File: config.mk
export PLATFORM = sky130hd
export DESIGN_NAME = rths_top
export DESIGN_NICKNAME = d
export VERILOG_FILES = /design/src/logic/rths_pkg.sv /design/src/logic/rths_cfg_regs.sv /design/src/logic/rths_top.sv
export VERILOG_INCLUDE_DIRS = /design/src /design/src/logic
export SDC_FILE = /design/constraint.sdc
export NUM_CORES = 1
export LEC_CHECK = 0
export BUFFER_PORTS_ARGS = -buffer_cell sky130_fd_sc_hd__buf_4
export CORE_MARGIN = 2
export CORE_UTILIZATION = 40
export DETAILED_ROUTE_END_ITERATION = 10
export PLACE_DENSITY_LB_ADDON = 0.08
export REMOVE_ABC_BUFFERS = 1
export SLEW_MARGIN = 30
export SYNTH_ARGS = -nofsm -noshare
export SYNTH_HDL_FRONTEND = slang
export SYNTH_SLANG_ARGS = --single-unit
File: constraint.sdc
create_clock -name pclk -period 4.17 [get_ports pclk]
set_clock_uncertainty 0.15 [all_clocks]
set_input_delay 0.417 -clock pclk [delete_from_list [all_inputs] [get_ports pclk]]
set_output_delay 0.417 -clock pclk [all_outputs]
set_load 0.01 [all_outputs]
File: src/logic/rths_consts.svh
`ifndef RTHS_CONSTS_SVH
`define RTHS_CONSTS_SVH
// ----------------------------------------
// register byte offsets
// ----------------------------------------
`define RTHS_OFS_CTRL 12'h000
`define RTHS_OFS_MODE 12'h004
`define RTHS_OFS_RUN_SPD 12'h008
`define RTHS_OFS_ACCEL 12'h00C
`define RTHS_OFS_START_SPD 12'h010
`define RTHS_OFS_OFFSET 12'h014
`define RTHS_OFS_PRESET 12'h018
`define RTHS_OFS_PUSH_CUR 12'h01C
`define RTHS_OFS_STATUS 12'h020
`define RTHS_OFS_CMD_POS 12'h024
`define RTHS_OFS_APPROACH 12'h028
// ----------------------------------------
// field positions
// ----------------------------------------
`define RTHS_CTRL_DIR_BIT 0
`define RTHS_CTRL_QUALIFY_IN_A_BIT 1
`define RTHS_CTRL_TIM_BIT 2
`define RTHS_CTRL_PRESET_BIT 3
`define RTHS_ST_READY_BIT 0
`define RTHS_ST_MOVING_BIT 1
`define RTHS_ST_DONE_BIT 2
// ----------------------------------------
// reset values and limits
// ----------------------------------------
`define RTHS_MODE_TWO 2'h0
`define RTHS_MODE_THREE 2'h1
`define RTHS_MODE_PUSH 2'h2
`define RTHS_RST_RUN_SPD 20'h003E8
`define RTHS_RST_ACCEL 20'h003E8
`define RTHS_RST_START_SPD 20'h001F4
`define RTHS_RST_PUSH_CUR 10'h3E8
`define RTHS_RST_DIR 1'b1
`define RTHS_SPD_MIN 20'h00001
`define RTHS_SPD_MAX 20'hF4240
`define RTHS_CUR_MAX 10'h3E8
`define RTHS_APPROACH_CAP 20'h001F4
`define RTHS_ESCAPE_STEPS 24'h0000C8
`endif

File: src/logic/rths_pkg.sv
package rths_pkg;
  typedef enum logic [2:0] {
    RTHS_IDLE = 3'h0,
    RTHS_SEEK = 3'h1,
    RTHS_QUAL = 3'h3,
    RTHS_ESCAPE = 3'h2,
    RTHS_WALK = 3'h6,
    RTHS_OFFSET = 3'h7,
    RTHS_DONE = 3'h5
  } rths_state_e;

  typedef struct packed {
    logic dir_pos;
    logic qualify_in_a_en;
    logic tim_en;
    logic [1:0] mode;
    logic [19:0] run_spd;
    logic [19:0] accel;
    logic [19:0] start_spd;
    logic [23:0] offset;
    logic [23:0] preset;
    logic [9:0] push_cur;
  } rths_cfg_s;

  typedef struct packed {
    logic ready;
    logic moving;
    logic home_done;
  } rths_stat_s;

  // command to the motion-profile generator
  typedef struct packed {
    logic run;
    logic dir_pos;
    logic [19:0] speed;
    logic [23:0] steps;
    logic by_steps;
    logic push;
  } rths_motion_s;
endpackage

File: src/logic/rths_cfg_regs.sv
`timescale 1ns/1ps
`include "rths_consts.svh"
module rths_cfg_regs (
  input wire logic pclk,
  input wire logic presetn,
  input wire logic wr_en,
  input wire logic [11:0] wr_addr,
  input wire logic [31:0] wr_data,
  output rths_pkg::rths_cfg_s cfg,
  output logic wr_ok
);
  typedef struct packed {
    rths_pkg::rths_cfg_s cfg;
  } rths_cr_state_s;

  rths_cr_state_s s_q;
  rths_cr_state_s s_d;

  // ----------------------------------------
  // range-checked parameter writes
  // ----------------------------------------
  // an out-of-range value is dropped so the seek never runs at zero speed
  function automatic logic spd_ok(input logic [31:0] v);
    spd_ok = (v[31:20] == 12'h000) && (v[19:0] >= `RTHS_SPD_MIN) && (v[19:0] <= `RTHS_SPD_MAX);
  endfunction

  always_comb begin
    s_d = s_q;
    wr_ok = 1'b1;
    if (wr_en) begin
      unique case (wr_addr)
        `RTHS_OFS_CTRL: begin
          s_d.cfg.dir_pos = wr_data[`RTHS_CTRL_DIR_BIT]; // RL10
          s_d.cfg.qualify_in_a_en = wr_data[`RTHS_CTRL_QUALIFY_IN_A_BIT]; // RL11
          s_d.cfg.tim_en = wr_data[`RTHS_CTRL_TIM_BIT]; // RL12
        end
        `RTHS_OFS_MODE: begin
          if (wr_data[1:0] <= `RTHS_MODE_PUSH) begin
            s_d.cfg.mode = wr_data[1:0]; // RL5
          end
          else begin
            wr_ok = 1'b0;
          end
        end
        `RTHS_OFS_RUN_SPD: begin
          if (spd_ok(wr_data)) s_d.cfg.run_spd = wr_data[19:0]; // RL6
          else wr_ok = 1'b0;
        end
        `RTHS_OFS_ACCEL: begin
          if (spd_ok(wr_data)) s_d.cfg.accel = wr_data[19:0]; // RL7
          else wr_ok = 1'b0;
        end
        `RTHS_OFS_START_SPD: begin
          if (spd_ok(wr_data)) s_d.cfg.start_spd = wr_data[19:0]; // RL8
          else wr_ok = 1'b0;
        end
        `RTHS_OFS_OFFSET: s_d.cfg.offset = wr_data[23:0]; // RL9
        `RTHS_OFS_PRESET: s_d.cfg.preset = wr_data[23:0];
        `RTHS_OFS_PUSH_CUR: begin
          if (wr_data[31:10] == 22'h000000 && wr_data[9:0] <= `RTHS_CUR_MAX) s_d.cfg.push_cur = wr_data[9:0]; // RL13
          else wr_ok = 1'b0;
        end
        default: wr_ok = 1'b0;
      endcase
    end
  end

  always_ff @(posedge pclk or negedge presetn) begin
    if (!presetn) begin
      s_q.cfg.dir_pos <= `RTHS_RST_DIR;
      s_q.cfg.qualify_in_a_en <= 1'b0;
      s_q.cfg.tim_en <= 1'b0;
      s_q.cfg.mode <= `RTHS_MODE_TWO;
      s_q.cfg.run_spd <= `RTHS_RST_RUN_SPD;
      s_q.cfg.accel <= `RTHS_RST_ACCEL;
      s_q.cfg.start_spd <= `RTHS_RST_START_SPD;
      s_q.cfg.offset <= 24'h000000;
      s_q.cfg.preset <= 24'h000000;
      s_q.cfg.push_cur <= `RTHS_RST_PUSH_CUR;
    end
    else begin
      s_q <= s_d;
    end
  end

  assign cfg = s_q.cfg;
endmodule

File: src/logic/rths_top.sv
// Added by the designer: the APB interface to the registers and the register addresses.
`timescale 1ns/1ps
`include "rths_consts.svh"
// What this block does
// RL1: sensor or push homing ends with an offset move; its stop is electrical home.
// RL2: zero offset means no offset move; electrical home equals mechanical home.
// RL3: after two-sensor, three-sensor or push homing, command position becomes zero.
// RL4: preset while stopped loads preset position; no offset, no qualification.
// RL5: mode 0 two-sensor, 1 three-sensor, 2 push.
// RL6: run speed 1 to 1,000,000 Hz, default 1,000.
// RL7: acceleration setting 1 to 1,000,000, default 1,000.
// RL8: start speed 1 to 1,000,000 Hz, default 500.
// RL9: home offset signed -8,388,608 to 8,388,607, default zero.
// RL10: direction 0 negative, 1 positive, default 1.
// RL11: qualify_in_a qualification enable, default off.
// RL12: step-timing qualification enable, default off.
// RL13: push current 0 to 1,000 in 0.1 percent units, default 1,000.
// RL14: with step timing in use, resolution should be a multiple of 50.
// RL15: host waits for ready before raising home request.
// RL16: home request starts homing, drops ready, raises moving.
// RL17: host holds home request until ready drops, then releases it.
// RL18: completed homing raises home-complete.
// RL19: optional qualify_in_a and step-timing qualification refine home detection.
// RL20: after origin sensor rises, finish only on qualifier while sensor still active.
// RL21: three-sensor mode seeks at run speed, stops on origin sensor.
// RL22: two-sensor mode reverses at limit, escapes, moves 200 steps, stops.
// RL23: final approach speed is start speed if under 500 Hz, else 500 Hz.
// RL24: ready returns and moving drops once everything including offset is done.
module rths_top (
  input wire logic pclk,
  input wire logic presetn,
  input wire logic psel,
  input wire logic penable,
  input wire logic pwrite,
  input wire logic [11:0] paddr,
  input wire logic [31:0] pwdata,
  output logic [31:0] prdata,
  output logic pready,
  output logic pslverr,
  input wire logic home_req,
  input wire logic origin_sensor_in,
  input wire logic qualify_in_a,
  input wire logic step_timing_signal,
  input wire logic negative_limit_sensor,
  input wire logic positive_limit_sensor,
  input wire logic push_stall,
  input wire logic motion_done,
  output logic ready,
  output logic moving,
  output logic home_done,
  output rths_pkg::rths_motion_s motion,
  output logic [9:0] push_current,
  output logic [19:0] accel_rate,
  output logic [23:0] cmd_pos
);
  typedef struct packed {
    rths_pkg::rths_state_e st;
    rths_pkg::rths_stat_s stat;
    rths_pkg::rths_motion_s motion;
    logic [23:0] cmd_pos;
    logic [31:0] prdata;
    logic pready;
    logic pslverr;
    logic origin_prev;
    logic [9:0] push_current;
    logic [19:0] accel_rate;
  } rths_state_s;

  rths_state_s s_q;
  rths_state_s s_d;
  rths_pkg::rths_cfg_s cfg;
  logic wr_ok;
  logic bus_wr;
  logic [19:0] approach;
  logic qual_hit;
  logic limit_hit;
  logic origin_rise;

  // ----------------------------------------
  // configuration store
  // ----------------------------------------
  assign bus_wr = psel && penable && pwrite && !s_q.pready;

  rths_cfg_regs u_cfg (
    .pclk(pclk),
    .presetn(presetn),
    .wr_en(bus_wr && s_q.stat.ready),
    .wr_addr(paddr),
    .wr_data(pwdata),
    .cfg(cfg),
    .wr_ok(wr_ok)
  );

  // ----------------------------------------
  // derived terms
  // ----------------------------------------
  assign approach = (cfg.start_spd < `RTHS_APPROACH_CAP) ? cfg.start_spd : `RTHS_APPROACH_CAP; // RL23
  // the qualifier only counts while the origin sensor is still on
  assign qual_hit = origin_sensor_in && (!cfg.qualify_in_a_en || qualify_in_a)
                    && (!cfg.tim_en || step_timing_signal); // RL19 RL20
  assign limit_hit = s_q.motion.dir_pos ? positive_limit_sensor : negative_limit_sensor;
  assign origin_rise = origin_sensor_in && !s_q.origin_prev;

  // ----------------------------------------
  // sequencer and bus answer
  // ----------------------------------------
  always_comb begin
    s_d = s_q;
    s_d.origin_prev = origin_sensor_in;
    s_d.pready = 1'b0;
    s_d.pslverr = 1'b0;
    s_d.push_current = cfg.push_cur; // RL13
    s_d.accel_rate = cfg.accel; // RL7
    // one wait state: pready rises in the second access cycle
    if (psel && penable && !s_q.pready) begin
      s_d.pready = 1'b1;
      s_d.prdata = 32'h00000000;
      if (pwrite) begin
        if (paddr == `RTHS_OFS_CTRL && pwdata[`RTHS_CTRL_PRESET_BIT]) begin
          if (s_q.stat.ready) begin
            s_d.cmd_pos = cfg.preset; // RL4
          end
          else begin
            s_d.pslverr = 1'b1;
          end
        end
        else if (!s_q.stat.ready || !wr_ok) begin
          s_d.pslverr = 1'b1;
        end
      end
      else begin
        unique case (paddr)
          `RTHS_OFS_CTRL: s_d.prdata = {29'h00000000, cfg.tim_en, cfg.qualify_in_a_en, cfg.dir_pos};
          `RTHS_OFS_MODE: s_d.prdata = {30'h00000000, cfg.mode};
          `RTHS_OFS_RUN_SPD: s_d.prdata = {12'h000, cfg.run_spd};
          `RTHS_OFS_ACCEL: s_d.prdata = {12'h000, cfg.accel};
          `RTHS_OFS_START_SPD: s_d.prdata = {12'h000, cfg.start_spd};
          `RTHS_OFS_OFFSET: s_d.prdata = {{8{cfg.offset[23]}}, cfg.offset};
          `RTHS_OFS_PRESET: s_d.prdata = {{8{cfg.preset[23]}}, cfg.preset};
          `RTHS_OFS_PUSH_CUR: s_d.prdata = {22'h000000, cfg.push_cur};
          `RTHS_OFS_STATUS: s_d.prdata = {29'h00000000, s_q.stat.home_done, s_q.stat.moving, s_q.stat.ready};
          `RTHS_OFS_CMD_POS: s_d.prdata = {{8{s_q.cmd_pos[23]}}, s_q.cmd_pos};
          `RTHS_OFS_APPROACH: s_d.prdata = {12'h000, approach};
          default: s_d.pslverr = 1'b1;
        endcase
      end
    end

    unique case (s_q.st)
      rths_pkg::RTHS_IDLE: begin
        if (home_req && s_q.stat.ready) begin // RL16
          s_d.stat.ready = 1'b0;
          s_d.stat.moving = 1'b1;
          s_d.stat.home_done = 1'b0;
          s_d.motion.run = 1'b1;
          s_d.motion.dir_pos = cfg.dir_pos; // RL10
          s_d.motion.by_steps = 1'b0;
          s_d.motion.steps = 24'h000000;
          s_d.motion.push = (cfg.mode == `RTHS_MODE_PUSH);
          // three-sensor seeks fast, the others creep at start speed
          s_d.motion.speed = (cfg.mode == `RTHS_MODE_THREE) ? cfg.run_spd : cfg.start_spd; // RL21 RL5
          s_d.st = rths_pkg::RTHS_SEEK;
        end
      end
      rths_pkg::RTHS_SEEK: begin
        if (cfg.mode == `RTHS_MODE_THREE) begin
          if (limit_hit) begin
            s_d.motion.dir_pos = !s_q.motion.dir_pos;
          end
          else if (origin_rise) begin
            s_d.motion.speed = approach; // RL23
            if (cfg.qualify_in_a_en || cfg.tim_en) begin
              s_d.st = rths_pkg::RTHS_QUAL; // RL20
            end
            else begin
              s_d.motion.run = 1'b0; // RL21
              s_d.st = rths_pkg::RTHS_OFFSET;
            end
          end
        end
        else if ((cfg.mode == `RTHS_MODE_TWO && limit_hit) || (cfg.mode == `RTHS_MODE_PUSH && push_stall)) begin
          s_d.motion.dir_pos = !s_q.motion.dir_pos; // RL22
          s_d.motion.push = 1'b0;
          s_d.motion.speed = approach;
          s_d.st = rths_pkg::RTHS_ESCAPE;
        end
      end
      rths_pkg::RTHS_QUAL: begin
        if (qual_hit) begin
          s_d.motion.run = 1'b0; // RL20
          s_d.st = rths_pkg::RTHS_OFFSET;
        end
        else if (!origin_sensor_in) begin
          // sensor left without a qualifier: keep seeking for the next edge
          s_d.st = rths_pkg::RTHS_SEEK;
        end
      end
      rths_pkg::RTHS_ESCAPE: begin
        // push mode has no sensor to leave, so it starts the walk at once
        if (cfg.mode == `RTHS_MODE_PUSH || !(negative_limit_sensor || positive_limit_sensor)) begin
          s_d.motion.by_steps = 1'b1;
          s_d.motion.steps = `RTHS_ESCAPE_STEPS; // RL22
          s_d.st = rths_pkg::RTHS_WALK;
        end
      end
      rths_pkg::RTHS_WALK: begin
        if (motion_done) begin
          s_d.motion.run = 1'b0;
          s_d.motion.by_steps = 1'b0;
          s_d.st = rths_pkg::RTHS_OFFSET;
        end
      end
      rths_pkg::RTHS_OFFSET: begin
        if (!s_q.motion.run) begin
          if (cfg.offset == 24'h000000) begin
            s_d.st = rths_pkg::RTHS_DONE; // RL2
          end
          else begin
            s_d.motion.run = 1'b1; // RL1
            s_d.motion.by_steps = 1'b1;
            s_d.motion.dir_pos = !cfg.offset[23];
            s_d.motion.steps = cfg.offset[23] ? 24'(-cfg.offset) : cfg.offset;
            s_d.motion.speed = cfg.run_spd;
          end
        end
        else if (motion_done) begin
          s_d.motion.run = 1'b0;
          s_d.motion.by_steps = 1'b0;
          s_d.st = rths_pkg::RTHS_DONE;
        end
      end
      rths_pkg::RTHS_DONE: begin
        s_d.cmd_pos = 24'h000000; // RL3
        s_d.stat.home_done = 1'b1; // RL18
        s_d.stat.ready = 1'b1; // RL24
        s_d.stat.moving = 1'b0;
        s_d.st = rths_pkg::RTHS_IDLE;
      end
      default: s_d.st = rths_pkg::RTHS_IDLE;
    endcase
  end

  always_ff @(posedge pclk or negedge presetn) begin
    if (!presetn) begin
      s_q.st <= rths_pkg::RTHS_IDLE;
      s_q.stat.ready <= 1'b1;
      s_q.stat.moving <= 1'b0;
      s_q.stat.home_done <= 1'b0;
      s_q.motion <= '0;
      s_q.cmd_pos <= 24'h000000;
      s_q.prdata <= 32'h00000000;
      s_q.pready <= 1'b0;
      s_q.pslverr <= 1'b0;
      s_q.origin_prev <= 1'b0;
      s_q.push_current <= `RTHS_RST_PUSH_CUR;
      s_q.accel_rate <= `RTHS_RST_ACCEL;
    end
    else begin
      s_q <= s_d;
    end
  end

  assign prdata = s_q.prdata;
  assign pready = s_q.pready;
  assign pslverr = s_q.pslverr;
  assign ready = s_q.stat.ready;
  assign moving = s_q.stat.moving;
  assign home_done = s_q.stat.home_done;
  assign motion = s_q.motion;
  assign push_current = s_q.push_current;
  assign accel_rate = s_q.accel_rate;
  assign cmd_pos = s_q.cmd_pos;

  // ----------------------------------------
  // checks
  // ----------------------------------------
  property p_start;
    @(posedge pclk) disable iff (!presetn)
    (s_q.st == rths_pkg::RTHS_IDLE && home_req && ready)
      |=> (!ready && moving && motion.run && motion.dir_pos == $past(cfg.dir_pos));
  endproperty
  a_start: assert property (p_start) else $error("homing did not start"); // RL16 RL10

  property p_done;
    @(posedge pclk) disable iff (!presetn)
    (s_q.st == rths_pkg::RTHS_DONE) |=> (home_done && ready && !moving && cmd_pos == 24'h000000);
  endproperty
  a_done: assert property (p_done) else $error("completion outputs wrong"); // RL18 RL24 RL3

  property p_zero_off;
    @(posedge pclk) disable iff (!presetn)
    (s_q.st == rths_pkg::RTHS_OFFSET && !motion.run && cfg.offset == 24'h000000) |=> s_q.st == rths_pkg::RTHS_DONE;
  endproperty
  a_zero_off: assert property (p_zero_off) else $error("zero offset moved"); // RL2

  property p_off_move;
    @(posedge pclk) disable iff (!presetn)
    (s_q.st == rths_pkg::RTHS_OFFSET && !motion.run && cfg.offset != 24'h000000) |=> (motion.run && motion.by_steps);
  endproperty
  a_off_move: assert property (p_off_move) else $error("offset move missing"); // RL1

  property p_approach;
    @(posedge pclk) disable iff (!presetn)
    (s_q.st == rths_pkg::RTHS_ESCAPE || s_q.st == rths_pkg::RTHS_QUAL)
      |-> ((motion.speed == cfg.start_spd && cfg.start_spd < `RTHS_APPROACH_CAP)
      || (motion.speed == `RTHS_APPROACH_CAP && cfg.start_spd >= `RTHS_APPROACH_CAP));
  endproperty
  a_approach: assert property (p_approach) else $error("approach speed wrong"); // RL23

  property p_walk;
    @(posedge pclk) disable iff (!presetn)
    (s_q.st == rths_pkg::RTHS_WALK) |-> (motion.steps == `RTHS_ESCAPE_STEPS);
  endproperty
  a_walk: assert property (p_walk) else $error("escape walk not 200 steps"); // RL22

  property p_qual;
    @(posedge pclk) disable iff (!presetn)
    (s_q.st == rths_pkg::RTHS_QUAL && !origin_sensor_in) |=> s_q.st != rths_pkg::RTHS_OFFSET;
  endproperty
  a_qual: assert property (p_qual) else $error("qualified without sensor"); // RL20

  property p_busy;
    @(posedge pclk) disable iff (!presetn)
    (s_q.st != rths_pkg::RTHS_IDLE) |-> !ready;
  endproperty
  a_busy: assert property (p_busy) else $error("ready while homing"); // RL24

  property p_seek_speed;
    @(posedge pclk) disable iff (!presetn)
    (s_q.st == rths_pkg::RTHS_IDLE && home_req && ready && cfg.mode == `RTHS_MODE_THREE)
      |=> motion.speed == $past(cfg.run_spd);
  endproperty
  a_seek_speed: assert property (p_seek_speed) else $error("seek speed not run speed"); // RL21

  property p_preset;
    @(posedge pclk) disable iff (!presetn)
    (psel && penable && pwrite && !pready && ready && paddr == `RTHS_OFS_CTRL && pwdata[`RTHS_CTRL_PRESET_BIT])
      |=> (cmd_pos == $past(cfg.preset) && pready && !pslverr);
  endproperty
  a_preset: assert property (p_preset) else $error("preset position not loaded"); // RL4

  // the copies trail the configuration store by exactly one cycle
  property p_mirror;
    @(posedge pclk) disable iff (!presetn)
    (push_current == $past(cfg.push_cur)) && (accel_rate == $past(cfg.accel));
  endproperty
  a_mirror: assert property (p_mirror) else $error("current or rate copy stale"); // RL13 RL7
endmodule

==> results of run 1 <==
## sequential cells by signal (all words and copies together) (netlist names)
signal        flops
cmd_pos          24
pslverr           1
push_current     10
u_cfg.cfg       123
prdata           24
moving            1
accel_rate       20
s_q               4
home_done         1
ready             1
pready            1
motion           48
## cell usage in the layout (no fill, tap or decap), types with 16 or more instances in the layout
cell type,instances
sky130_fd_sc_hd__buf_4,228
sky130_fd_sc_hd__dfrtp_1,220
sky130_fd_sc_hd__mux2_2,116
sky130_fd_sc_hd__nand2_1,97
sky130_fd_sc_hd__o21ai_0,52
sky130_fd_sc_hd__a21oi_1,42
sky130_fd_sc_hd__dfstp_2,38
sky130_fd_sc_hd__mux2i_1,35
sky130_fd_sc_hd__nor2_1,33
sky130_fd_sc_hd__clkbuf_16,29
sky130_fd_sc_hd__nand3_1,24
sky130_fd_sc_hd__mux2_4,24
sky130_fd_sc_hd__inv_1,19
sky130_fd_sc_hd__nor3_1,18
sky130_fd_sc_hd__a31oi_1,16
## through the flow
| stage | cells | cell area, µm² | power, µW | hold WS (ps) |
|---|---|---|---|---|
| after floorplan | 993 | 12000 | 3300 | -28.6 |
| after global placement | 1665 | 14300 | 3890 | 216 |
| after detailed placement | 1666 | 14300 | 3930 | 218 |
| after CTS | 1724 | 15400 | 6530 | 6.27 |
| after global routing | 1725 | 15400 | 6750 | 16.5 |
| final | 1725 | 15400 | 6460 | 27.3 |
## area by class of cell
cell class,instances,area [µm²]
fill,3070,17200
sequential,258,6500
multi-input combinational,716,5440
timing repair buffer,239,1870
clock buffer,42,855
tap,442,553
clock inverter,9,101
inverter,19,71.3
## worst min path at each step
stage                                         start                          to  slack (ps)  cells past startpoint
final                                    pwdata[10]   u_cfg.cfg[20]$_DFFE_PN0P_          30                      2
after global routing                     pwdata[12]   u_cfg.cfg[70]$_DFFE_PN0P_          20                      2
after CTS                                pwdata[13]  u_cfg.cfg[111]$_DFFE_PN0P_           6                      2
after detailed placement  u_cfg.cfg[85]$_DFFE_PN1P_     accel_rate[7]$_DFF_PN1_         220                      0
after global placement    u_cfg.cfg[83]$_DFFE_PN1P_     accel_rate[5]$_DFF_PN1_         220                      0
after floorplan                             presetn     accel_rate[0]$_DFF_PN0_         -30                      0
## cells in the mapped netlist (13+ instances only)
library cell / count / share of area (%)
sky130_fd_sc_hd__nand2_1: 97 / 2.7
sky130_fd_sc_hd__mux2_2: 116 / 9.8
sky130_fd_sc_hd__a32o_1: 14 / 1.1
sky130_fd_sc_hd__buf_2: 24 / 0.90
sky130_fd_sc_hd__nor2_1: 34 / 0.96
sky130_fd_sc_hd__nand3_1: 24 / 0.90
sky130_fd_sc_hd__o22ai_1: 13 / 0.61
sky130_fd_sc_hd__clkbuf_1: 36 / 1.0
sky130_fd_sc_hd__inv_1: 19 / 0.54
sky130_fd_sc_hd__a21oi_1: 43 / 1.6
sky130_fd_sc_hd__o21ai_0: 53 / 2.0
sky130_fd_sc_hd__a31oi_1: 16 / 0.75
sky130_fd_sc_hd__nor4_1: 15 / 0.71
sky130_fd_sc_hd__mux2i_1: 35 / 2.6
sky130_fd_sc_hd__dfstp_2: 38 / 7.5
sky130_fd_sc_hd__mux2_4: 24 / 2.7
sky130_fd_sc_hd__buf_4: 135 / 7.6
sky130_fd_sc_hd__o31ai_1: 13 / 0.73
sky130_fd_sc_hd__dfrtp_1: 220 / 41
sky130_fd_sc_hd__a22o_1: 14 / 0.92
sky130_fd_sc_hd__nor3_1: 18 / 0.68
## cells by family (layout without fill, tap and decap cells)
logic type,count (synthesis),in the layout,synth area share [%]
adder cells (fa/ha/maj),1,1,0.0940
AO/OA/AOI/OAI,246,246,12.8
XOR/XNOR,20,20,1.32
flip-flops,258,258,48.9
multiplexers,178,178,15.6
AND/OR/NAND/NOR,271,271,10.9
buffers and inverters,221,309,10.4
## where the power goes
part           leakage [µW]  internal (µW)  switching [µW]  total, µW
registers           0.00342           2580             141       2720
logic               0.00324            437             726       1160
clock network      0.000473           1530            1040       2570
## layer usage
metal / vias up / part of all wire [%]
li1: 4381 / -
met1: 4965 / 46
met2: 332 / 46
met3: 47 / 5.8
met4: 0 / 2.2
met5: - / 0
==> impl_metrics.sql, run 1 <==
INSERT INTO impl_metrics (metric_group, metric, value, unit) VALUES
('synthesis', 'syn_area', '13300', 'µm²'),
('final_layout', 'antennaDiodeCount', '0', ''),
('sta', 'final_critical_path_setup_slack', '1060', 'ps'),
('setup_path', 'worstPathCellList', 'nand3_1 > or2_2 > or4_4 > nand2b_1 > buf_4 > a22o_1', ''),
('setup_path', 'setup.reg_to_reg.worst_slack', '1060', 'ps'),
('synthesis', 'synth_cell_type_count', '79', ''),
('clock_network', 'cts_max_path_buffers', '3', ''),
('global_routing', 'grt_use_met1', '34.8', '%'),
('global_routing', 'total_track_usage', '24.1', '%'),
('route', 'drt_pre_antenna_iters', '5', ''),
('route', 'dr.first_iter.drc_count', '769', ''),
('synthesis', 'syn-mean-instance-area', '11.1', 'µm²'),
('setup_path', 'worstPathRequired', '4490', 'ps'),
('setup_path', 'worst_r2r_endpoint', 'motion[20]$_DFFE_PN0P_', ''),
('sta', 'tightest_pin_transition', '1010', 'ps'),
('global_routing', 'vias_in_the_first_global_route', '9936', ''),
('final_layout', 'nNetsFinal', '1320', ''),
('floorplan', 'dieHeight', '186', 'µm'),
('sta', 'finalHoldViolCount', '0', ''),
('route', 'routed_wirelength', '42.0', 'mm'),
('route', 'avgViaCountPerCell', '5.64', ''),
('clock_network', 'clock_insertion_delay_worst_skew', '560', 'ps'),
('global_routing', 'global_route_met3_utilization', '3.39', '%'),
('global_routing', 'grt_pass1_wl', '64.7', 'mm'),
('setup_path', 'worst-path-max-fanout', '21', ''),
('power', 'p_leak', '0.00713', 'µW'),
('clock_network', 'path_clk_slew', '60', 'ps'),
('synthesis', 'netlist_instances', '1195', ''),
('min_path', 'hp-class', 'in -> reg', ''),
('clock_network', 'cts_resized', '0', ''),
('place', 'gp_congestion', '0.898', ''),
('setup_path', 'crit_start', 's_q[140]$_DFFE_PN0P_', ''),
('setup_path', 'startpoint_type', 'register', ''),
('floorplan', 'fp-row-count', '66', ''),
('route', 'drcViolationCount', '0', ''),
('place', 'pre_cts_ws', '1080', 'ps'),
('floorplan', 'dieArea', '34700', 'µm²'),
('sta', 'achievable-frequency', '321', 'MHz'),
('setup_path', 'critPathTopFamily', 'simple AND/OR/NAND/NOR gates', ''),
('clock_network', 'cts_htree_levels', '1', ''),
('sta', 'setup-violations-final', '0', ''),
('floorplan', 'die_w', '186', 'µm'),
('sta', 'setup_tns', '0', 'ps'),
('sta', 'max_transition_viols_final', '0', ''),
('power', 'max-vdd-ir-drop', '0.000247', 'V'),
('global_routing', 'grt_remaining_overflow', '0', ''),
('place', 'io_buffer_count', '195', ''),
('synthesis', 'dominantRegCellSynth', 'sky130_fd_sc_hd__dfrtp_1', ''),
('global_routing', 'busiest_layer', 'met2', ''),
('place', 'place.detailed.hpwl', '29.7', 'mm'),
('final_layout', 'flow.area_growth_from_synthesis', '15.7', '%'),
('synthesis', 'ff_latch_count_synth', '258', ''),
('clock_network', 'cts_tree', 'built', ''),
('setup_path', 'reg2reg_depth', '6', ''),
('final_layout', 'utilization', '47.2', '%'),
('outcome', 'run_status', 'finished, final reports clean', ''),
('sta', 'final.period_utilization', '74.6', '%'),
('clock_network', 'cts.sink_count', '258', ''),
('setup_path', 'critical_path.endpoint', 'motion[20]$_DFFE_PN0P_', ''),
('clock_network', 'cts_inserted_buffers', '28', ''),
('final_layout', 'final_layout_size_suffix_gt1_share', '38.1', '%'),
('sta', 'slew_headroom', '32.2', '%'),
('setup_path', 'setup.worst_path.class', 'reg -> reg', ''),
('setup_path', 'setup.worst_path.end_class', 'register', ''),
('floorplan', 'core-area', '32600', 'µm²'),
('clock_network', 'total_of_hold_buffers_inserted_after_clock_tree_synthesis', '7', ''),
('setup_path', 'arrival', '3430', 'ps'),
('synthesis', 'yosys_warnings', '0', ''),
('global_routing', 'antenna_violations_before_repair', '0', ''),
('synthesis', 'synthArstFlopShare', '100', '%'),
('flow_run', 'cap_violations', '0', '');
Note: power is estimated with default switching activity, not from simulation.
==> run 2: changes to the inputs <==
ABC_AREA = 1   (was unset)
clock period = 3.21 ns   (was 4.17 ns; I/O delays follow)
==> run 2 against run 1 <==
  * Hold slack improved by 4.3 ps
  * Clock power up 45%
  * Global-route usage rose by 1.4 points
  * Register-to-register slack worse by 580 ps
==> impl_metrics.sql, run 2 <==
INSERT INTO impl_metrics (metric_group, metric, value, unit) VALUES
('outcome', 'run_status', 'finished, final reports clean', ''),
('floorplan', 'initial_utilization', '40.7', '%'),
('synthesis', 'synth_fa_ha_area_share', '0.0890', '%'),
('setup_path', 'worst_path_largest_cell_delay', '520', 'ps'),
('setup_path', 'setup.reg_to_reg.worst_slack', '480', 'ps'),
('sta', 'achievable-frequency', '366', 'MHz'),
('synthesis', 'synth-compound-area-share', '8.41', '%'),
('min_path', 'hold_depth', '3', ''),
('synthesis', 'synth_top_cells_by_count', '595 x sky130_fd_sc_hd__nand2_1, 220 x sky130_fd_sc_hd__dfrtp_1, 191 x sky130_fd_sc_hd__nand3_1', ''),
('route', 'route.vias.total', '12500', ''),
('sta', 'setup-violations-final', '0', ''),
('final_layout', 'antennaDiodeCount', '0', ''),
('synthesis', 'dominantRegCellSynth', 'sky130_fd_sc_hd__dfrtp_1', ''),
('clock_network', 'cts_tree', 'built', ''),
('setup_path', 'critical_path.endpoint', 'motion[38]$_DFFE_PN0P_', ''),
('synthesis', 'syn-mean-instance-area', '7.56', 'µm²'),
('setup_path', 'worst-path-max-fanout', '16', ''),
('clock_network', 'cts_resized', '0', ''),
('clock_network', 'cts_setup_buffers', '0', ''),
('sta', 'final.period_utilization', '85.1', '%'),
('synthesis', 'netlist_instances', '1859', ''),
('route', 'antenna_violating_nets_left', '0', ''),
('setup_path', 'worstPathRequired', '3540', 'ps'),
('final_layout', 'largest_reg_flops', '123', ''),
('final_layout', 'layout.cells.most_common', 'sky130_fd_sc_hd__nand2_1', ''),
('route', 'dr.first_iter.drc_count', '1001', ''),
('clock_network', 'cts_inserted_buffers', '30', ''),
('setup_path', 'cp_slowest_cell', 'sky130_fd_sc_hd__nor2_1', ''),
('setup_path', 'cp_common_cell', 'sky130_fd_sc_hd__nand3_2', ''),
('sta', 'setup_repair_after_global_routing_missed_its_margin', 'false', ''),
('setup_path', 'arrival', '3060', 'ps'),
('power', 'p_leak', '0.00827', 'µW'),
('setup_path', 'timing.rr.start', 'u_cfg.cfg[34]$_DFFE_PN0P_', ''),
('floorplan', 'floorplan.io_pins', '196', ''),
('min_path', 'hp-class', 'in -> reg', ''),
('sta', 'slew_headroom', '43.8', '%'),
('final_layout', 'layout.filler_cells', '3536', ''),
('synthesis', 'netlist_top_cells_area', 'sky130_fd_sc_hd__dfrtp_1 39%, sky130_fd_sc_hd__nand2_1 16%, sky130_fd_sc_hd__buf_4 7.8%', ''),
('final_layout', 'register_area', '6500', 'µm²'),
('place', 'pre_cts_ws', '518', 'ps'),
('global_routing', 'total_track_usage', '25.5', '%'),
('global_routing', 'grt_max_degree', '81', ''),
('setup_path', 'startpoint_type', 'register', ''),
('global_routing', 'grt_remaining_overflow', '0', ''),
('place', 'dpl-instance-area', '15100', 'µm²'),
('synthesis', 'synth_cell_type_count', '41', ''),
('synthesis', 'synth_top_family_by_area', 'simple AND/OR/NAND/NOR gates', ''),
('floorplan', 'dieArea', '36700', 'µm²'),
('power', 'post_layout_power', '8630', 'µW'),
('clock_network', 'cts_max_path_buffers', '3', ''),
('route', 'routed_wirelength', '46.7', 'mm'),
('clock_network', 'path_clk_slew', '60', 'ps'),
('final_layout', 'flow.area_growth_from_synthesis', '15.7', '%'),
('setup_path', 'setup.worst_path.end_class', 'register', ''),
('clock_network', 'clock_insertion_delay_worst_skew', '550', 'ps'),
('synthesis', 'synthDominantAreaCellType', 'sky130_fd_sc_hd__dfrtp_1', ''),
('power', 'sequential_cell_fraction_of_total_power', '39.4', '%'),
('setup_path', 'reg2reg_depth', '12', ''),
('sta', 'tightest_pin_transition', '837', 'ps'),
('synthesis', 'ys_seq_area_share', '46.3', '%'),
('power', 'cellPowerDensity', '531', 'nW/µm²'),
('synthesis', 'synthXorXnorAreaFrac', '0.748', '%'),
('setup_path', 'worstPathCellList', 'inv_1 > ha_1 > nand3_2 > inv_2 > nand3_2 > nor2_4 > nand3_2 > o21bai_1 > nor2_1 > buf_4 > nand2_1 > nand2_1', ''),
('clock_network', 'total_of_hold_buffers_inserted_after_clock_tree_synthesis', '12', ''),
('final_layout', 'nNetsFinal', '1989', ''),
('route', 'avgViaCountPerCell', '5.17', ''),
('clock_network', 'cts.sink_count', '258', ''),
('power', 'share_clk_of_total_power', '43.2', '%'),
('final_layout', 'final_layout_size_suffix_gt1_share', '19.5', '%'),
('place', 'io_buffer_count', '195', ''),
('synthesis', 'synth_simple_gate_area_share', '30.5', '%'),
('sta', 'worst_slack_on_hold_paths', '31.6', 'ps'),
('final_layout', 'layout.cells.most_common_list', '595 x sky130_fd_sc_hd__nand2_1, 230 x sky130_fd_sc_hd__buf_4, 220 x sky130_fd_sc_hd__dfrtp_1', ''),
('floorplan', 'die_w', '191', 'µm'),
('synthesis', 'syn_area', '14100', 'µm²'),
('synthesis', 'most_repeated_cell_in_the_gate_level_netlist_after_synthesis', 'sky130_fd_sc_hd__nand2_1', ''),
('synthesis', 'yosys_warnings', '0', ''),
('sta', 'final_critical_path_setup_slack', '478', 'ps'),
('sta', 'max_transition_viols_final', '0', ''),
('final_layout', 'largest_register', 'u_cfg.cfg', ''),
('power', 'p_int', '6080', 'µW'),
('clock_network', 'clock-root-buffer', 'sky130_fd_sc_hd__clkbuf_16', ''),
('power', 'total_switching_power', '2560', 'µW'),
('synthesis', 'ff_latch_count_synth', '258', ''),
('route', 'drt_pre_antenna_iters', '5', ''),
('route', 'drcViolationCount', '0', ''),
('synthesis', 'post_synth_mux_area_share', '0', '%'),
('setup_path', 'crit_start', 'u_cfg.cfg[34]$_DFFE_PN0P_', ''),
('setup_path', 'worstPathBufferInverterCount', '3', ''),
('setup_path', 'critPathTopFamily', 'simple AND/OR/NAND/NOR gates', ''),
('floorplan', 'fp-row-count', '68', ''),
('setup_path', 'critical_path_cell_count', '12', ''),
('place', 'place.detailed.hpwl', '34.5', 'mm'),
('final_layout', 'area_occupied_by_multi_input_gates', '5590', 'µm²'),
('route', 'wl_per_cell', '19.4', 'µm'),
('clock_network', 'cts_htree_levels', '1', ''),
('synthesis', 'synthDominantCellAreaShare', '39.2', '%'),
('floorplan', 'dieHeight', '191', 'µm'),
('place', 'gp_congestion', '0.915', ''),
('power', 'max-vdd-ir-drop', '0.000346', 'V'),
('power', 'pwr-share-comb', '17.4', '%'),
('setup_path', 'worst_r2r_endpoint', 'motion[38]$_DFFE_PN0P_', ''),
('floorplan', 'core-area', '34500', 'µm²'),
('final_layout', 'finalInstanceArea', '16300', 'µm²'),
('flow_run', 'cap_violations', '0', ''),
('synthesis', 'synthArstFlopShare', '100', '%'),
('power', 'sw_ratio', '29.6', '%'),
('synthesis', 'synth_enable_flop_cells', '0', ''),
('sta', 'finalHoldViolCount', '0', ''),
('setup_path', 'setup.worst_path.class', 'reg -> reg', ''),
('sta', 'layout_min_cycle_time', '2730', 'ps'),
('sta', 'setup_tns', '0', 'ps'),
('global_routing', 'vias_in_the_first_global_route', '12000', ''),
('final_layout', 'top_regs', 'u_cfg.cfg (123), motion (48)', ''),
('global_routing', 'grt_pass1_wl', '71.4', 'mm'),
('global_routing', 'antenna_violations_before_repair', '1', '');
## run 2: cell count changes in the layout (fill, tap and decap cells not counted), sizes merged, moves of 14 or more
cell,previous run,this run
mux2i,35,0
o21ai,56,208
a32o,14,0
a22o,14,0
a31oi,16,1
nor2,36,151
inv,20,150
nor4,19,1
mux2,141,0
o31ai,14,0
nand2,97,601
a21oi,43,9
nand3,24,198
nand4,9,26
## run 2: power groups by stage
| stage | sequential (µW) | clock (µW) | combinational, µW |
|---|---|---|---|
| 2_1_floorplan | 3450 | 0 | 696 |
| 3_3_place_gp | 3460 | 0 | 1490 |
| 3_5_place_dp | 3460 | 0 | 1490 |
| 4_1_cts | 3400 | 3820 | 1500 |
| 5_1_grt | 3410 | 3940 | 1640 |
| 6_report | 3400 | 3730 | 1500 |
## run 2: routing by layer
layer / global-route usage [%] / wire length [µm]
met1: 36.2 / 21400
met2: 41.1 / 21200
met3: 3.89 / 3110
met4: 5.38 / 898
met5: 0.962 / 45
## run 2: per-stage QoR
step	cells	utilization, %
3_5_place_dp	2342	43.6
4_1_cts	2410	47.1
6_report	2410	47.1
5_1_grt	2410	47.1
2_1_floorplan	1652	-
3_3_place_gp	2342	43.6
## run 2: worst min-delay path by stage
stage,slack (ps),endpoint,startpoint
after detailed placement,210,s_q[141]$_DFFE_PN0P_,presetn
final,30,u_cfg.cfg[50]$_DFFE_PN0P_,pwdata[16]
after global routing,30,u_cfg.cfg[90]$_DFFE_PN0P_,pwdata[12]
after CTS,7,u_cfg.cfg[50]$_DFFE_PN0P_,pwdata[16]
after global placement,210,s_q[142]$_DFFE_PN0P_,presetn
after floorplan,-120,accel_rate[0]$_DFF_PN0_,presetn
## run 2: worst reg2reg max path: stages, from the launching register on
cell and delay, ps:
sky130_fd_sc_hd__dfrtp_1 410, sky130_fd_sc_hd__inv_1 100, sky130_fd_sc_hd__ha_1 230, sky130_fd_sc_hd__nand3_2 90, sky130_fd_sc_hd__inv_2 40, sky130_fd_sc_hd__nand3_2 110
sky130_fd_sc_hd__nor2_4 50, sky130_fd_sc_hd__nand3_2 260, sky130_fd_sc_hd__o21bai_1 110, sky130_fd_sc_hd__nor2_1 520, sky130_fd_sc_hd__buf_4 400, sky130_fd_sc_hd__nand2_1 120
sky130_fd_sc_hd__nand2_1 80
## run 2: cell type report
cell class                      instances  share of cell area [%]
Tap cell                              455                    3.50
Multi-Input combinational cell       1243                    34.3
Inverter                              151                    3.50
Timing Repair Buffer                  247                    11.9
Clock inverter                         12                    1.00
Sequential cell                       258                    40.0
Clock buffer                           44                    5.76
## run 2: cells by family after synthesis
kind of cell,Yosys count
DFF,258
adders and majority gates,1
xor gates and xnor gates,12
buffers and inverters,358
and+or+nand+nor,1004
AOI/OAI and AO/OA,226
==> run 3: changes to the inputs <==
HOLD_SLACK_MARGIN = 0.05   (was unset)
==> run 3 against run 2 <==
  * Sequential cell count unchanged
  * Non-clock buffer count rose by 7
  * Design area grew 0.43%
  * Clock power about the same
  * Register-to-register slack about the same
  * Setup slack better by 14 ps
  * Sequential share of layout area fell by 0.17 points
  * Wire length about the same
  * Count of clock-buffer cells in the layout did not move
  * Final cell count rose by 0.29%
  * Hold slack improved by 62 ps
  * Largest cell class unchanged
==> impl_metrics.sql, run 3 (synthesized netlist as in run 2, its figures left out) <==
INSERT INTO impl_metrics (metric_group, metric, value, unit) VALUES
('setup_path', 'worst_path_largest_cell_delay', '520', 'ps'),
('floorplan', 'dieArea', '36700', 'µm²'),
('clock_network', 'cts_setup_buffers', '0', ''),
('sta', 'tightest_pin_transition', '828', 'ps'),
('global_routing', 'grt_max_degree', '81', ''),
('sta', 'layout_min_cycle_time', '2720', 'ps'),
('setup_path', 'setup.worst_path.class', 'reg -> reg', ''),
('floorplan', 'fp-row-count', '68', ''),
('route', 'wl_per_cell', '19.3', 'µm'),
('global_routing', 'grt_remaining_overflow', '0', ''),
('clock_network', 'path_clk_slew', '60', 'ps'),
('clock_network', 'cts_htree_levels', '1', ''),
('global_routing', 'total_track_usage', '25.5', '%'),
('clock_network', 'cts_max_path_buffers', '3', ''),
('final_layout', 'flow.area_growth_from_synthesis', '16.2', '%'),
('power', 'post_layout_power', '8640', 'µW'),
('power', 'cellPowerDensity', '529', 'nW/µm²'),
('setup_path', 'worstPathRequired', '3540', 'ps'),
('setup_path', 'setup.worst_path.end_class', 'register', ''),
('final_layout', 'nNetsFinal', '1996', ''),
('global_routing', 'grt_pass1_wl', '71.4', 'mm'),
('sta', 'achievable-frequency', '368', 'MHz'),
('route', 'antenna_violating_nets_left', '0', ''),
('final_layout', 'largest_register', 'u_cfg.cfg', ''),
('final_layout', 'antennaDiodeCount', '0', ''),
('place', 'io_buffer_count', '195', ''),
('floorplan', 'initial_utilization', '40.7', '%'),
('route', 'route.vias.total', '12500', ''),
('final_layout', 'top_regs', 'u_cfg.cfg (123), motion (48)', ''),
('setup_path', 'worst-path-max-fanout', '16', ''),
('place', 'gp_congestion', '0.915', ''),
('setup_path', 'cp_slowest_cell', 'sky130_fd_sc_hd__nor2_1', ''),
('clock_network', 'clock-root-buffer', 'sky130_fd_sc_hd__clkbuf_16', ''),
('sta', 'max_transition_viols_final', '0', ''),
('global_routing', 'vias_in_the_first_global_route', '12000', ''),
('power', 'p_leak', '0.00830', 'µW'),
('sta', 'slew_headroom', '44.4', '%'),
('floorplan', 'dieHeight', '191', 'µm'),
('route', 'avgViaCountPerCell', '5.16', ''),
('final_layout', 'largest_reg_flops', '123', ''),
('global_routing', 'antenna_violations_before_repair', '1', ''),
('setup_path', 'startpoint_type', 'register', ''),
('setup_path', 'cp_common_cell', 'sky130_fd_sc_hd__nand3_2', ''),
('flow_run', 'cap_violations', '0', ''),
('min_path', 'hp-class', 'in -> reg', ''),
('sta', 'setup_tns', '0', 'ps'),
('floorplan', 'die_w', '191', 'µm'),
('clock_network', 'clock_insertion_delay_worst_skew', '550', 'ps'),
('route', 'drt_pre_antenna_iters', '5', ''),
('outcome', 'run_status', 'finished, final reports clean', ''),
('setup_path', 'worstPathBufferInverterCount', '3', ''),
('sta', 'setup_repair_after_global_routing_missed_its_margin', 'false', ''),
('clock_network', 'cts_inserted_buffers', '30', ''),
('final_layout', 'layout.filler_cells', '3534', ''),
('setup_path', 'critPathTopFamily', 'simple AND/OR/NAND/NOR gates', ''),
('route', 'drcViolationCount', '0', ''),
('route', 'dr.first_iter.drc_count', '1109', ''),
('route', 'routed_wirelength', '46.7', 'mm'),
('final_layout', 'layout.cells.most_common_list', '595 x sky130_fd_sc_hd__nand2_1, 230 x sky130_fd_sc_hd__buf_4, 220 x sky130_fd_sc_hd__dfrtp_1', ''),
('sta', 'setup-violations-final', '0', ''),
('final_layout', 'layout.cells.most_common', 'sky130_fd_sc_hd__nand2_1', ''),
('clock_network', 'cts.sink_count', '258', ''),
('setup_path', 'worstPathCellList', 'inv_1 > ha_1 > nand3_2 > inv_2 > nand3_2 > nor2_4 > nand3_2 > o21bai_1 > nor2_1 > buf_4 > nand2_1 > nand2_1', ''),
('sta', 'finalHoldViolCount', '0', ''),
('setup_path', 'arrival', '3050', 'ps'),
('floorplan', 'floorplan.io_pins', '196', ''),
('sta', 'final.period_utilization', '84.7', '%'),
('power', 'max-vdd-ir-drop', '0.000352', 'V'),
('clock_network', 'cts_tree', 'built', ''),
('place', 'place.detailed.hpwl', '34.5', 'mm'),
('floorplan', 'core-area', '34500', 'µm²'),
('final_layout', 'final_layout_size_suffix_gt1_share', '19.4', '%');
==> run 3: tightest hold or removal path: stages <==
cell and delay (ps):
sky130_fd_sc_hd__buf_4 110, sky130_fd_sc_hd__inv_1 150, sky130_fd_sc_hd__o21ai_1 170
==> run 3: layout make-up <==
class	instances	area [µm²]	area share, %
clock buffer	44	937	5.74
clock inverter	12	163	0.995
inverter	151	569	3.48
multi-input combinational	1243	5590	34.2
sequential	258	6500	39.8
tap	455	569	3.48
timing repair buffer	254	2010	12.3
==> run 3: path summary, 6_finish.rpt <==
check / slack, ps / start / depth (start not counted) / endpoint
worst max-delay path: 490 / u_cfg.cfg[34]$_DFFE_PN0P_ / 12 / motion[38]$_DFFE_PN0P_
worst min-delay path: 90 / pwdata[6] / 3 / u_cfg.cfg[64]$_DFFE_PN1P_
worst max register to register: 490 / u_cfg.cfg[34]$_DFFE_PN0P_ / 12 / motion[38]$_DFFE_PN0P_
worst min register to register: 230 / u_cfg.cfg[8]$_DFFE_PN1P_ / 0 / push_current[8]$_DFF_PN1_
max in group asynchronous: 1790 / presetn / 3 / u_cfg.cfg[107]$_DFFE_PN1P_
min in group asynchronous: 210 / presetn / 2 / s_q[141]$_DFFE_PN0P_
==> run 3: through the flow <==
step	cell area, µm²	hold WS, ps	utilization, %	cells	setup WS (ps)
5_1_grt	16300	92.4	47.3	2417	299
2_1_floorplan	12700	-125	-	1652	42.3
4_1_cts	16300	68.5	47.3	2417	501
6_report	16300	94.0	47.3	2417	491
3_3_place_gp	15100	215	43.6	2342	511
3_5_place_dp	15100	210	43.6	2342	518
==> run 3: layer usage <==
| layer | track usage [%] | wire [µm] | vias up |
|---|---|---|---|
| li1 | - | - | 5978 |
| met1 | 36.3 | 21300 | 5946 |
| met2 | 41.1 | 21300 | 484 |
| met3 | 3.86 | 3230 | 59 |
| met4 | 5.38 | 864 | 2 |
| met5 | 0.962 | 45 | - |
==> run 3: timing repair <==
action	in CTS	in global routing
endpoints found under the hold margin	123	0
resized for setup	0	0
hold buffers	19	0
==> run 3: power by group <==
group / total (µW) / switching, µW / internal (µW)
logic: 1500 / 1080 / 420
registers: 3400 / 74.2 / 3330
clock network: 3730 / 1400 / 2330
